File: config.mk
export PLATFORM = sky130hd
export DESIGN_NAME = adc_irq_lowpower_ctrl
export DESIGN_NICKNAME = d
export VERILOG_FILES = /design/src/adc_ctrl_pkg.sv /design/src/sar_engine.sv /design/src/adc_irq_lowpower_ctrl.sv
export VERILOG_INCLUDE_DIRS = /design/src /design/src/src
export SDC_FILE = /design/constraint.sdc
export NUM_CORES = 1
export LEC_CHECK = 0
export ABC_AREA = 1
export BUFFER_PORTS_ARGS = -buffer_cell sky130_fd_sc_hd__buf_2
export CORE_UTILIZATION = 50
export DETAILED_ROUTE_END_ITERATION = 6
export PLACE_DENSITY = 0.77
export SYNTH_ARGS = -nofsm -noshare
export SYNTH_HDL_FRONTEND = slang
export SYNTH_HIERARCHICAL = 1
export SYNTH_SLANG_ARGS = --single-unit
File: constraint.sdc
create_clock -name clk -period 2.1 [get_ports clk]
set_clock_uncertainty 0.05 [all_clocks]
set_input_delay 0.105 -clock clk [delete_from_list [all_inputs] [get_ports clk]]
set_output_delay 0.105 -clock clk [all_outputs]
set_load 0.05 [all_outputs]
File: src/adc_ctrl_map.svh
// Register map, field positions, reset values and timing for the converter control
// Functional notes
// - Completion flag sets regardless of interrupt enable
// - Enabled interrupt raised when completion flag sets
// - Wait and async stop keep converting, interrupting
// - Single conversion ends in low power automatically
// - Stop without async clock aborts, low power
// - After such stop, control write restarts
// - Abort leaves results of last completion intact
// - Async clock enabled: normal operation during stop
// - External mode idles until trigger, converts once
// - External trigger input tied inactive here
// - Break with clear enable: clears stick
// - Break without clear enable: status untouched
// - Two-step clear held across break, finishes after
// - Result rounded to 8 or 10 bits
// - Control write or low read clears flag, request
// - Control write aborts and restarts unless channel ones; external mode arms for trigger instead
// - Channel all ones powers off, isolates, no start
`ifndef ADC_CTRL_MAP_SVH
`define ADC_CTRL_MAP_SVH

`define ADDR_W 4
`define OFS_STATUS_CONTROL 4'h0
`define OFS_RESULT_HIGH 4'h4
`define OFS_RESULT_LOW 4'h8
`define OFS_CONV_CONFIG 4'hC

`define SC_FLAG_BIT 7
`define SC_IRQ_EN_BIT 6
`define SC_CONT_BIT 5
`define SC_CHAN_MSB 4
`define CFG_ASYNC_BIT 0
`define CFG_TEN_BIT 1
`define CFG_EXT_BIT 2

`define CHAN_OFF 5'h1F
`define CHAN_RESET 5'h1F
`define RESULT_RESET 10'h000
`define RESULT_MAX10 10'h3FF
`define RESULT_MAX8 8'hFF

`define CLK_PERIOD_NS 100
`define SAMPLE_TIME_NS 400
`define SAMPLE_CYCLES ((`SAMPLE_TIME_NS + `CLK_PERIOD_NS - 1) / `CLK_PERIOD_NS)
`define SETTLE_CYCLES 3
`define RAW_MSB_IDX 4'hA
`define LAST_IDX_TEN 4'h0
`define LAST_IDX_EIGHT 4'h2

`endif

File: src/adc_ctrl_pkg.sv
// Types shared by the converter control and its approximation engine
package adc_ctrl_pkg;

  typedef enum logic [2:0] {
    CTRL_IDLE = 3'b001,
    CTRL_CONV = 3'b010,
    CTRL_WAIT_TRIG = 3'b100
  } ctrl_state_type;

  typedef enum logic [2:0] {
    SAR_IDLE = 3'b001,
    SAR_SAMPLE = 3'b010,
    SAR_TRIAL = 3'b100
  } sar_state_type;

  typedef struct packed {
    sar_state_type state;
    logic [3:0] count;
    logic [3:0] bit_idx;
    logic [10:0] code;
    logic [9:0] result;
    logic done;
    logic sample_on;
  } sar_regs_type;

  typedef struct packed {
    ctrl_state_type state;
    logic waitreq;
    logic [31:0] readdata;
    logic irq_en;
    logic cont;
    logic [4:0] chan;
    logic async_en;
    logic ten_bit;
    logic ext_mode;
    logic flag;
    logic irq;
    logic [9:0] result;
    logic hi_lock;
    logic halted;
    logic comp_meta;
    logic comp_sync;
    logic trig_prev;
    logic active;
    logic isolate;
  } ctrl_regs_type;

endpackage

File: src/sar_engine.sv
// Successive approximation sequencer with half-step rounding
`timescale 1ns/1ps
`default_nettype none
`include "adc_ctrl_map.svh"
module sar_engine (
  input wire logic clk,
  input wire logic sys_rst,
  input wire logic start,
  input wire logic abort,
  input wire logic ten_bit,
  input wire logic comp_high,
  output logic [10:0] trial_code,
  output logic sample_on,
  output logic done,
  output logic [9:0] result
);
  adc_ctrl_pkg::sar_regs_type s_reg;
  adc_ctrl_pkg::sar_regs_type s_next;

  always_comb begin
    logic [10:0] code_v;
    logic [10:0] sum10;
    logic [8:0] sum8;
    code_v = s_reg.code;
    sum10 = 11'h000;
    sum8 = 9'h000;
    s_next = s_reg;
    s_next.done = 1'b0;
    if (abort) begin
      s_next.state = adc_ctrl_pkg::SAR_IDLE;
      s_next.code = 11'h000;
      s_next.sample_on = 1'b0;
    end else if (start) begin
      s_next.state = adc_ctrl_pkg::SAR_SAMPLE;
      s_next.count = 4'h0;
      s_next.code = 11'h000;
      s_next.sample_on = 1'b1;
    end else begin
      case (s_reg.state)
        adc_ctrl_pkg::SAR_SAMPLE: begin
          if (s_reg.count == 4'(`SAMPLE_CYCLES - 1)) begin
            s_next.state = adc_ctrl_pkg::SAR_TRIAL;
            s_next.sample_on = 1'b0;
            s_next.count = 4'h0;
            s_next.bit_idx = `RAW_MSB_IDX;
            s_next.code = 11'h400;
          end else begin
            s_next.count = s_reg.count + 4'h1;
          end
        end
        adc_ctrl_pkg::SAR_TRIAL: begin
          // Dwell covers DAC settling plus the comparator synchroniser
          if (s_reg.count != 4'(`SETTLE_CYCLES - 1)) begin
            s_next.count = s_reg.count + 4'h1;
          end else begin
            s_next.count = 4'h0;
            if (!comp_high) begin
              code_v[s_reg.bit_idx] = 1'b0;
            end
            s_next.code = code_v;
            if (s_reg.bit_idx == (ten_bit ? `LAST_IDX_TEN : `LAST_IDX_EIGHT)) begin
              // One extra raw bit lets the code round to nearest
              sum10 = {1'b0, code_v[10:1]} + {10'h000, code_v[0]};
              sum8 = {1'b0, code_v[10:3]} + {8'h00, code_v[2]};
              if (ten_bit) begin
                s_next.result = sum10[10] ? `RESULT_MAX10 : sum10[9:0];
              end else begin
                s_next.result = {2'b00, sum8[8] ? `RESULT_MAX8 : sum8[7:0]};
              end
              s_next.done = 1'b1;
              // DAC back to zero once the result is latched, so idle draws nothing
              s_next.code = 11'h000;
              s_next.state = adc_ctrl_pkg::SAR_IDLE;
            end else begin
              s_next.bit_idx = s_reg.bit_idx - 4'h1;
              s_next.code[s_reg.bit_idx - 4'h1] = 1'b1;
            end
          end
        end
        default: begin
          s_next.state = adc_ctrl_pkg::SAR_IDLE;
        end
      endcase
    end
  end

  always_ff @(posedge clk or posedge sys_rst) begin
    if (sys_rst) begin
      s_reg <= '{state: adc_ctrl_pkg::SAR_IDLE, default: '0};
    end else begin
      s_reg <= s_next;
    end
  end

  assign trial_code = s_reg.code;
  assign sample_on = s_reg.sample_on;
  assign done = s_reg.done;
  assign result = s_reg.result;
endmodule // sar_engine
`default_nettype wire

File: src/adc_irq_lowpower_ctrl.sv
// Converter control: status, results, interrupt, low-power and break behaviour
`timescale 1ns/1ps
`default_nettype none
`include "adc_ctrl_map.svh"
module adc_irq_lowpower_ctrl (
  input wire logic clk,
  input wire logic sys_rst,
  input wire logic [`ADDR_W-1:0] avm_address,
  input wire logic avm_read,
  input wire logic avm_write,
  input wire logic [31:0] avm_writedata,
  output logic [31:0] avm_readdata,
  output logic avm_waitrequest,
  input wire logic stop_mode,
  input wire logic break_active,
  input wire logic break_clear_enable,
  input wire logic comparator_in,
  output logic conv_irq,
  output logic [10:0] dac_code,
  output logic sample_on,
  output logic converter_active,
  output logic analog_isolate,
  output logic [4:0] channel_select_field
);
  adc_ctrl_pkg::ctrl_regs_type st_reg;
  adc_ctrl_pkg::ctrl_regs_type st_next;

  logic sar_start;
  logic sar_abort;
  logic sar_done;
  logic [9:0] sar_result;
  logic [10:0] sar_code;
  logic sar_sample;

  // No trigger source on this variant; kept as a constant net
  logic external_conv_trigger;
  assign external_conv_trigger = 1'b0;

  sar_engine u_sar (
    .clk(clk),
    .sys_rst(sys_rst),
    .start(sar_start),
    .abort(sar_abort),
    .ten_bit(st_reg.ten_bit),
    .comp_high(st_reg.comp_sync),
    .trial_code(sar_code),
    .sample_on(sar_sample),
    .done(sar_done),
    .result(sar_result)
  );

  always_comb begin
    logic req;
    logic take;
    logic protect;
    logic wr_sc;
    logic wr_cfg;
    logic rd_low;
    logic rd_high;
    logic stop_abort;
    logic trig_rise;
    logic [31:0] rdata;
    req = avm_read | avm_write;
    take = req & ~st_reg.waitreq;
    protect = break_active & ~break_clear_enable;
    wr_sc = take & avm_write & (avm_address == `OFS_STATUS_CONTROL);
    wr_cfg = take & avm_write & (avm_address == `OFS_CONV_CONFIG);
    rd_low = take & avm_read & (avm_address == `OFS_RESULT_LOW);
    rd_high = take & avm_read & (avm_address == `OFS_RESULT_HIGH);
    stop_abort = stop_mode & ~st_reg.async_en;
    trig_rise = external_conv_trigger & ~st_reg.trig_prev;
    rdata = 32'h0000_0000;
    sar_start = 1'b0;
    sar_abort = 1'b0;
    st_next = st_reg;

    // Comparator arrives from the analog side: two flops before use
    st_next.comp_meta = comparator_in;
    st_next.comp_sync = st_reg.comp_meta;
    st_next.trig_prev = external_conv_trigger;

    // One wait cycle per access; effects land on the accepting edge
    st_next.waitreq = ~(req & st_reg.waitreq);
    if (req && st_reg.waitreq && avm_read) begin
      if (avm_address == `OFS_STATUS_CONTROL) begin
        rdata[`SC_FLAG_BIT] = st_reg.flag;
        rdata[`SC_IRQ_EN_BIT] = st_reg.irq_en;
        rdata[`SC_CONT_BIT] = st_reg.cont;
        rdata[`SC_CHAN_MSB:0] = st_reg.chan;
      end else if (avm_address == `OFS_RESULT_HIGH) begin
        rdata[1:0] = st_reg.ten_bit ? st_reg.result[9:8] : 2'b00;
      end else if (avm_address == `OFS_RESULT_LOW) begin
        rdata[7:0] = st_reg.result[7:0];
      end else if (avm_address == `OFS_CONV_CONFIG) begin
        rdata[`CFG_ASYNC_BIT] = st_reg.async_en;
        rdata[`CFG_TEN_BIT] = st_reg.ten_bit;
        rdata[`CFG_EXT_BIT] = st_reg.ext_mode;
      end else begin
        rdata = 32'h0000_0000;
      end
      st_next.readdata = rdata;
    end

    // Clearing actions, suppressed while status is protected in break
    if ((wr_sc || rd_low) && !protect) begin
      st_next.flag = 1'b0;
      st_next.irq = 1'b0;
    end
    // Low read is the second step of the high/low pair
    if (rd_low && !protect) begin
      st_next.hi_lock = 1'b0;
    end
    if (rd_high && st_reg.ten_bit && !protect) begin
      st_next.hi_lock = 1'b1;
    end

    // Completion; set beats any clear in the same cycle
    if (sar_done && st_reg.state == adc_ctrl_pkg::CTRL_CONV) begin
      if (st_reg.hi_lock && st_reg.ten_bit) begin
        // Result discarded while the pair is half read; retry regardless of mode
        sar_start = 1'b1;
      end else begin
        st_next.result = sar_result;
        st_next.flag = 1'b1;
        if (st_reg.irq_en) begin
          st_next.irq = 1'b1;
        end
        if (st_reg.cont && !st_reg.halted) begin
          if (st_reg.ext_mode) begin
            st_next.state = adc_ctrl_pkg::CTRL_WAIT_TRIG;
          end else begin
            sar_start = 1'b1;
          end
        end else begin
          st_next.state = adc_ctrl_pkg::CTRL_IDLE;
        end
      end
    end

    case (st_reg.state)
      adc_ctrl_pkg::CTRL_WAIT_TRIG: begin
        if (trig_rise) begin
          sar_start = 1'b1;
          st_next.state = adc_ctrl_pkg::CTRL_CONV;
        end
      end
      adc_ctrl_pkg::CTRL_CONV: begin
      end
      adc_ctrl_pkg::CTRL_IDLE: begin
      end
      default: begin
        st_next.state = adc_ctrl_pkg::CTRL_IDLE;
      end
    endcase

    if (wr_cfg) begin
      st_next.async_en = avm_writedata[`CFG_ASYNC_BIT];
      st_next.ten_bit = avm_writedata[`CFG_TEN_BIT];
      st_next.ext_mode = avm_writedata[`CFG_EXT_BIT];
    end

    // Control write aborts whatever runs and restarts; external mode arms for trigger, channel off idles
    if (wr_sc) begin
      st_next.irq_en = avm_writedata[`SC_IRQ_EN_BIT];
      st_next.cont = avm_writedata[`SC_CONT_BIT];
      st_next.chan = avm_writedata[`SC_CHAN_MSB:0];
      st_next.halted = 1'b0;
      sar_abort = 1'b1;
      sar_start = 1'b0;
      if (avm_writedata[`SC_CHAN_MSB:0] == `CHAN_OFF) begin
        st_next.state = adc_ctrl_pkg::CTRL_IDLE;
      end else if (st_next.ext_mode) begin
        st_next.state = adc_ctrl_pkg::CTRL_WAIT_TRIG;
      end else begin
        sar_abort = 1'b0;
        sar_start = 1'b1;
        st_next.state = adc_ctrl_pkg::CTRL_CONV;
      end
    end else if (sar_start) begin
      st_next.state = adc_ctrl_pkg::CTRL_CONV;
    end

    // Stop without the async clock wins over everything; results kept
    if (stop_abort) begin
      st_next.halted = 1'b1;
      st_next.state = adc_ctrl_pkg::CTRL_IDLE;
      sar_abort = 1'b1;
      sar_start = 1'b0;
    end

    // Armed for a trigger is still low power; only a running conversion powers up
    st_next.active = (st_next.state == adc_ctrl_pkg::CTRL_CONV);
    st_next.isolate = (st_next.chan == `CHAN_OFF);
  end

  always_ff @(posedge clk or posedge sys_rst) begin
    if (sys_rst) begin
      st_reg <= '{
        state: adc_ctrl_pkg::CTRL_IDLE,
        waitreq: 1'b1,
        chan: `CHAN_RESET,
        result: `RESULT_RESET,
        isolate: 1'b1,
        default: '0
      };
    end else begin
      st_reg <= st_next;
    end
  end

  assign avm_readdata = st_reg.readdata;
  assign avm_waitrequest = st_reg.waitreq;
  assign conv_irq = st_reg.irq;
  assign dac_code = sar_code;
  assign sample_on = sar_sample;
  assign converter_active = st_reg.active;
  assign analog_isolate = st_reg.isolate;
  assign channel_select_field = st_reg.chan;
endmodule // adc_irq_lowpower_ctrl
`default_nettype wire

# After elaboration in Yosys (flattened, before gate mapping)
# Index checks and enable logic that the tools add are counted.
# op_classes
reduce_logical,30
n_bitwise,22
eq_ne,20
magnitude_cmp,4
muxes,75
addsub,4
# ops
op,count
two-way mux 11 bit,9
two-way mux 3 bit,15
case mux 19 bit (2 select lines),1
two-way mux 1 bit,27
two-way mux 26 bit,1
two-way mux 12 bit,2
two-way mux 24 bit,1
two-way mux 8 bit,3
two-way mux 10 bit,2
two-way mux 15 bit,1
two-way mux 4 bit,3
adder 10 x 1 -> 11 bit,1
bitwise AND 11 bit,1
logical AND 1 bit,11
NOT 11 bit,1
OR 11 bit,1
bitwise AND 1 bit,10
equality test 5 bit (second input constant),2
< comparator 4 x 5 -> 1 bit (second input constant),2
adder 8 x 1 -> 9 bit,1
equality test 3 x 2 -> 1 bit (second input constant),3
nonzero test 3 bit,3
demux 1 bit (select 4 bit),2
equality test 4 bit (second input constant),2
other kinds (30),50
# word_totals
word_cells,180
input_bits,44
register_bits,98
output_inout_bits,53

# Logic depth before layout (Yosys ltp)
# logic_depth
word_depth,19
depth_mapped,15
depth_no_buf,15

# By module
# Netlist, hierarchy kept.
# modules_own_cells
mod,area_each_um2,cells_per_inst,seq_area_each_um2,instances
sar_engine,2553.7,363,852.1,1
adc_irq_lowpower_ctrl,2222.1,244,1011.0,1

# Least setup slack after synthesis
# OpenSTA, ideal clock, no wires.
# synth_timing
kind,reg-to-reg
start,reg u_sar/s_reg[23] (netlist bit)
end,reg u_sar.s_reg (netlist bit u_sar/result[0])
path_stages_with_launch,16
synth_period_minus_slack_ps,2289
path_buffers,0
arrival_time_ps,2117
slack_ps,-189
t_required_ps,1929
setup_ps,121
path_cell_list,dfrtp_1 > inv_1 > ha_1 > inv_1 > nor2_1 > inv_1 > o21ai_0 > inv_1 > ha_1 > ha_1 > nand2_1 > nor2_1 > nand2_2 > nand2_1 > nor2_1 > o21ai_1
# synth_via
elab_chain_len,14
elab_cells_between_ends,19
classes_between,2 x add/sub; 2 x order compare; 1 x eq/ne; 10 x mux; 2 x bitwise; 2 x reduce/logical
# synth_lines
element,line_no,source
start: declaration,sar_engine.sv:17,adc_ctrl_pkg::sar_regs_type s_reg;
start signal: assignment,sar_engine.sv:91,s_reg <= s_next;
< comparator 4 x 5 -> 1 bit (not written as such) / greater-or-equal comparator 4 x 1 -> 1 bit (equally long branches),sar_engine.sv:58,code_v[s_reg.bit_idx] = 1'b0;
logical AND 1 bit (not written as such),sar_engine.sv:58,
two-way mux 1 bit (not written as such),sar_engine.sv:58,
demux 1 bit (select 4 bit),--,
NOT 11 bit (no source line),--,
bitwise AND 11 bit (no source line),--,
two-way mux 11 bit,sar_engine.sv:57,if (!comp_high) begin
two-way mux 11 bit,sar_engine.sv:53,if (s_reg.count != 4'(`SETTLE_CYCLES - 1)) begin
two-way mux 11 bit,sar_engine.sv:39,case (s_reg.state)
two-way mux 11 bit,sar_engine.sv:33,end else if (start) begin
two-way mux 11 bit,sar_engine.sv:29,if (abort) begin
adder 10 x 1 -> 11 bit / adder 8 x 1 -> 9 bit (equally long branches),"sar_engine.sv:63, sar_engine.sv:64",
two-way mux 10 bit / two-way mux 8 bit (equally long branches),"sar_engine.sv:66, sar_engine.sv:68",
two-way mux 10 bit,sar_engine.sv:65,if (ten_bit) begin
# Parallel ways exist; a longest one is shown, timed or not. The select of a mux whose other input is x is not followed.
# A chain may end at the register's enable or synchronous reset.

==> flow_summary.ini <==
[clock_network]
clk_pin_slew_worst_paths_ns = 0.09
clock-root-buffer = clkbuf_8
tritoncts = done
cts_made_buffers = 9
clock-sinks = 74
clock_latency_ns = 0.36
clockBufferDepth = 2
htreeDepth = 3

[yosys]
synth_area_leaders = dfrtp_1, nand2_1, buf_4, dfstp_2, inv_1
synth_cells = 607
yosysWarnings = 6
ys_ff_latch = 74
yosysUniqueCellTypes = 41
synth-edff-count = 0
ys.flop_type = dfrtp_1
yosysSeqAreaShare_pct = 39.0
syn_area_per_cell_um2 = 7.87
yosysTopAreaCell = dfrtp_1
netlist_area_mm2 = 0.00478
yosysTopAreaCellShare_pct = 34.1
async_flop_share_pct = 100

[timing]
min_period_over_period_pct = 98.7
worst_slew_pin_slew_ns = 0.511
max_freq_mhz = 482
fin_setup_tns_ns = 0
hold_viol = 0
drv_slew = 0
whs_ns = 0.0419
rsz0062_at_grt = yes
fin_ws_ns = 0.0271
slew_headroom_pct = 65.9
setup_viol = 0
period_minus_slack_ns = 2.07

[layout]
final_common_cell = nand2_1
final-instance-count-excl-fill = 819
drive_above_1_share_pct = 34.2
multiInputGateArea_mm2 = 0.00258
area_growth_pct = 22.5
finalNetCount = 741
utilization_pct = 63.3
fill_cells = 800
layout_common_cells = nand2_1, dfrtp_1, inv_1
register_area_mm2 = 0.00187
antenna_cells = 0
largest_reg_flops = 22

[hold_path]
min_to = st_reg[6]
whs_path_depth = 4
hp-class = input port to flip-flop
min-delay-start = break_active

[routing]
avgRoutedWirePerCell_um = 13.4
wl_mm = 11.0
vias = 4159
via_per_inst = 5.08
drtAntennaViolNets = 0
drtIter0Drc = 179
route.detailed.drc = 0
dr.pass1.iters = 5

[pwr]
peakVddDrop_mv = 0.512
p_leak_nw = 2.86
pwr-share-comb_pct = 20.4
p_int_mw = 2.54
sw_frac_of_total_pct = 32.3
p_seq_share_pct = 43.1
p_per_area_mw_per_mm2 = 642
p_sw_mw = 1.21
clkPwrFrac_pct = 36.5

[placement]
gp_congestion = 0.989
hpwl_mm = 7.86
numPortBuffers = 47
place_ws_ns = -0.101
place_inst = 779

[grt]
grt_pass1_vias = 4040
grt_pass1_wl_mm = 17.8
grt_use_total_pct = 22.5
grt_overflow = 0
antenna_found_initial = 0
grt_max_degree = 41

[worst_setup_path]
reg2reg_from = avm_waitrequest
worst-r2r-setup-slack_ns = 0.03
r2r_cells = 12
crit_top_cell = nor2_4
crit_cells = 12
path_buf_inv = 2
arrival_ns = 2.26
end_kind = flip-flop
path_max_fanout = 7
critPathRequiredTime_ns = 2.29
critical_path.cell_chain = nor2_4 > buf_4 > nand3_2 > nand2_4 > nand2_2 > nand2_4 > nor2_4 > nor2_4 > nand3_2 > buf_4 > nand2_1 > nand3_1
start_kind = flip-flop
max_stage_delay_ns = 0.50
crit_start = avm_waitrequest
cpMaxStageDelayCell = dfstp_4
worstReg2RegEnd = u_sar/result[7]
crit_type = flip-flop to flip-flop
path_delay_family = simple AND/OR/NAND/NOR gates

[floorplanning]
die_y_um = 99.7
core-area_mm2 = 0.00924
fp.dieArea_mm2 = 0.00995
start_util_pct = 51.7
pin_count = 97
rows = 35
die_w_um = 99.7

[outcome]
status = complete, no violations

[flow_run]
maxCapViolCount = 0
-- Yosys cell counts, types with 2 or more instances --
| master | instances |
|---|---|
| a31oi_1 | 5 |
| dfstp_2 | 9 |
| mux2_2 | 2 |
| o21ai_1 | 11 |
| nor3_1 | 3 |
| dfrtp_1 | 65 |
| nor2_4 | 7 |
| nor2_1 | 50 |
| nand2_2 | 10 |
| xnor2_1 | 2 |
| inv_2 | 8 |
| nand2_1 | 152 |
| mux2_4 | 8 |
| buf_6 | 2 |
| a21oi_1 | 9 |
| inv_1 | 63 |
| buf_4 | 58 |
| nand4_1 | 9 |
| ha_1 | 12 |
| buf_2 | 2 |
| nor2_2 | 11 |
| o21ai_0 | 37 |
| nand2_4 | 3 |
| nand3_2 | 7 |
| nand3_1 | 41 |
| o22ai_1 | 3 |
| xor2_1 | 3 |
| o21bai_1 | 2 |
-- per-layer routing --
metal	share of wire, %	track usage, %	vias to the layer above
met5	0	0	-
met4	2.3	8.71	0
met3	4.6	4.85	25
met2	50	39.9	145
met1	43	26.4	1966
li1	-	-	2023
-- worst min-delay path, cell delays in order --
cell and delay (ns):
buf_2 0.08, nand2_1 0.08, nand4_1 0.10, nand2_1 0.05
-- cell families after synthesis --
logic type	count (synthesis)	synth area share, %
XOR/XNOR	5	0.917
AO/OA/AOI/OAI	73	8.75
other	1	0.0785
flip-flops	74	39.0
AND/OR/NAND/NOR	299	29.7
adder cells (fa/ha/maj)	12	3.14
multiplexers	10	2.99
buffers and inverters	133	15.4
-- layout make-up --
cell class	count	share of cell area [%]
inverter	71	4.64
clock inverter	7	2.16
timing repair buffer	106	12.3
clock buffer	9	2.12
tap	129	2.76
sequential	74	31.9
multi-input combinational	423	44.1
-- timing repair --
action | in CTS | in global routing
hold endpoints to repair | 77 | 0
cloned | 0 | 1
setup endpoints to repair | 11 | 29
hold buffers | 12 | 0
setup buffers | 2 | 9
gates resized for setup | 24 | 54
pin swaps | 8 | 16
-- worst max-delay path by stage --
stage | slack, ns | endpoint
floorplan | 0.0003 | u_sar/s_reg[27]
detailed placement | -0.10 | u_sar/result[3]
finish | 0.03 | u_sar/result[7]
global placement | -0.05 | u_sar/result[7]
global route | -0.1 | u_sar/result[5]
CTS | -0.003 | u_sar/s_reg[27]
-- through the flow --
stage / power, mW / cell area (um^2)
5_1_grt: 3.90 / 5850
2_1_floorplan: 2.26 / 4900
6_report: 3.76 / 5850
3_3_place_gp: 2.34 / 5080
3_5_place_dp: 2.36 / 5080
4_1_cts: 3.76 / 5570
-- power groups by stage --
stage                     Clock [mW]  Sequential (mW)  Combinational (mW)
after CTS                       1.40             1.62               0.738
after global placement             0             1.64               0.695
after floorplan                    0             1.66               0.605
after global routing            1.44             1.63               0.828
after detailed placement           0             1.65               0.710
final                           1.37             1.62               0.765
Power figures use the tool's default switching activity.
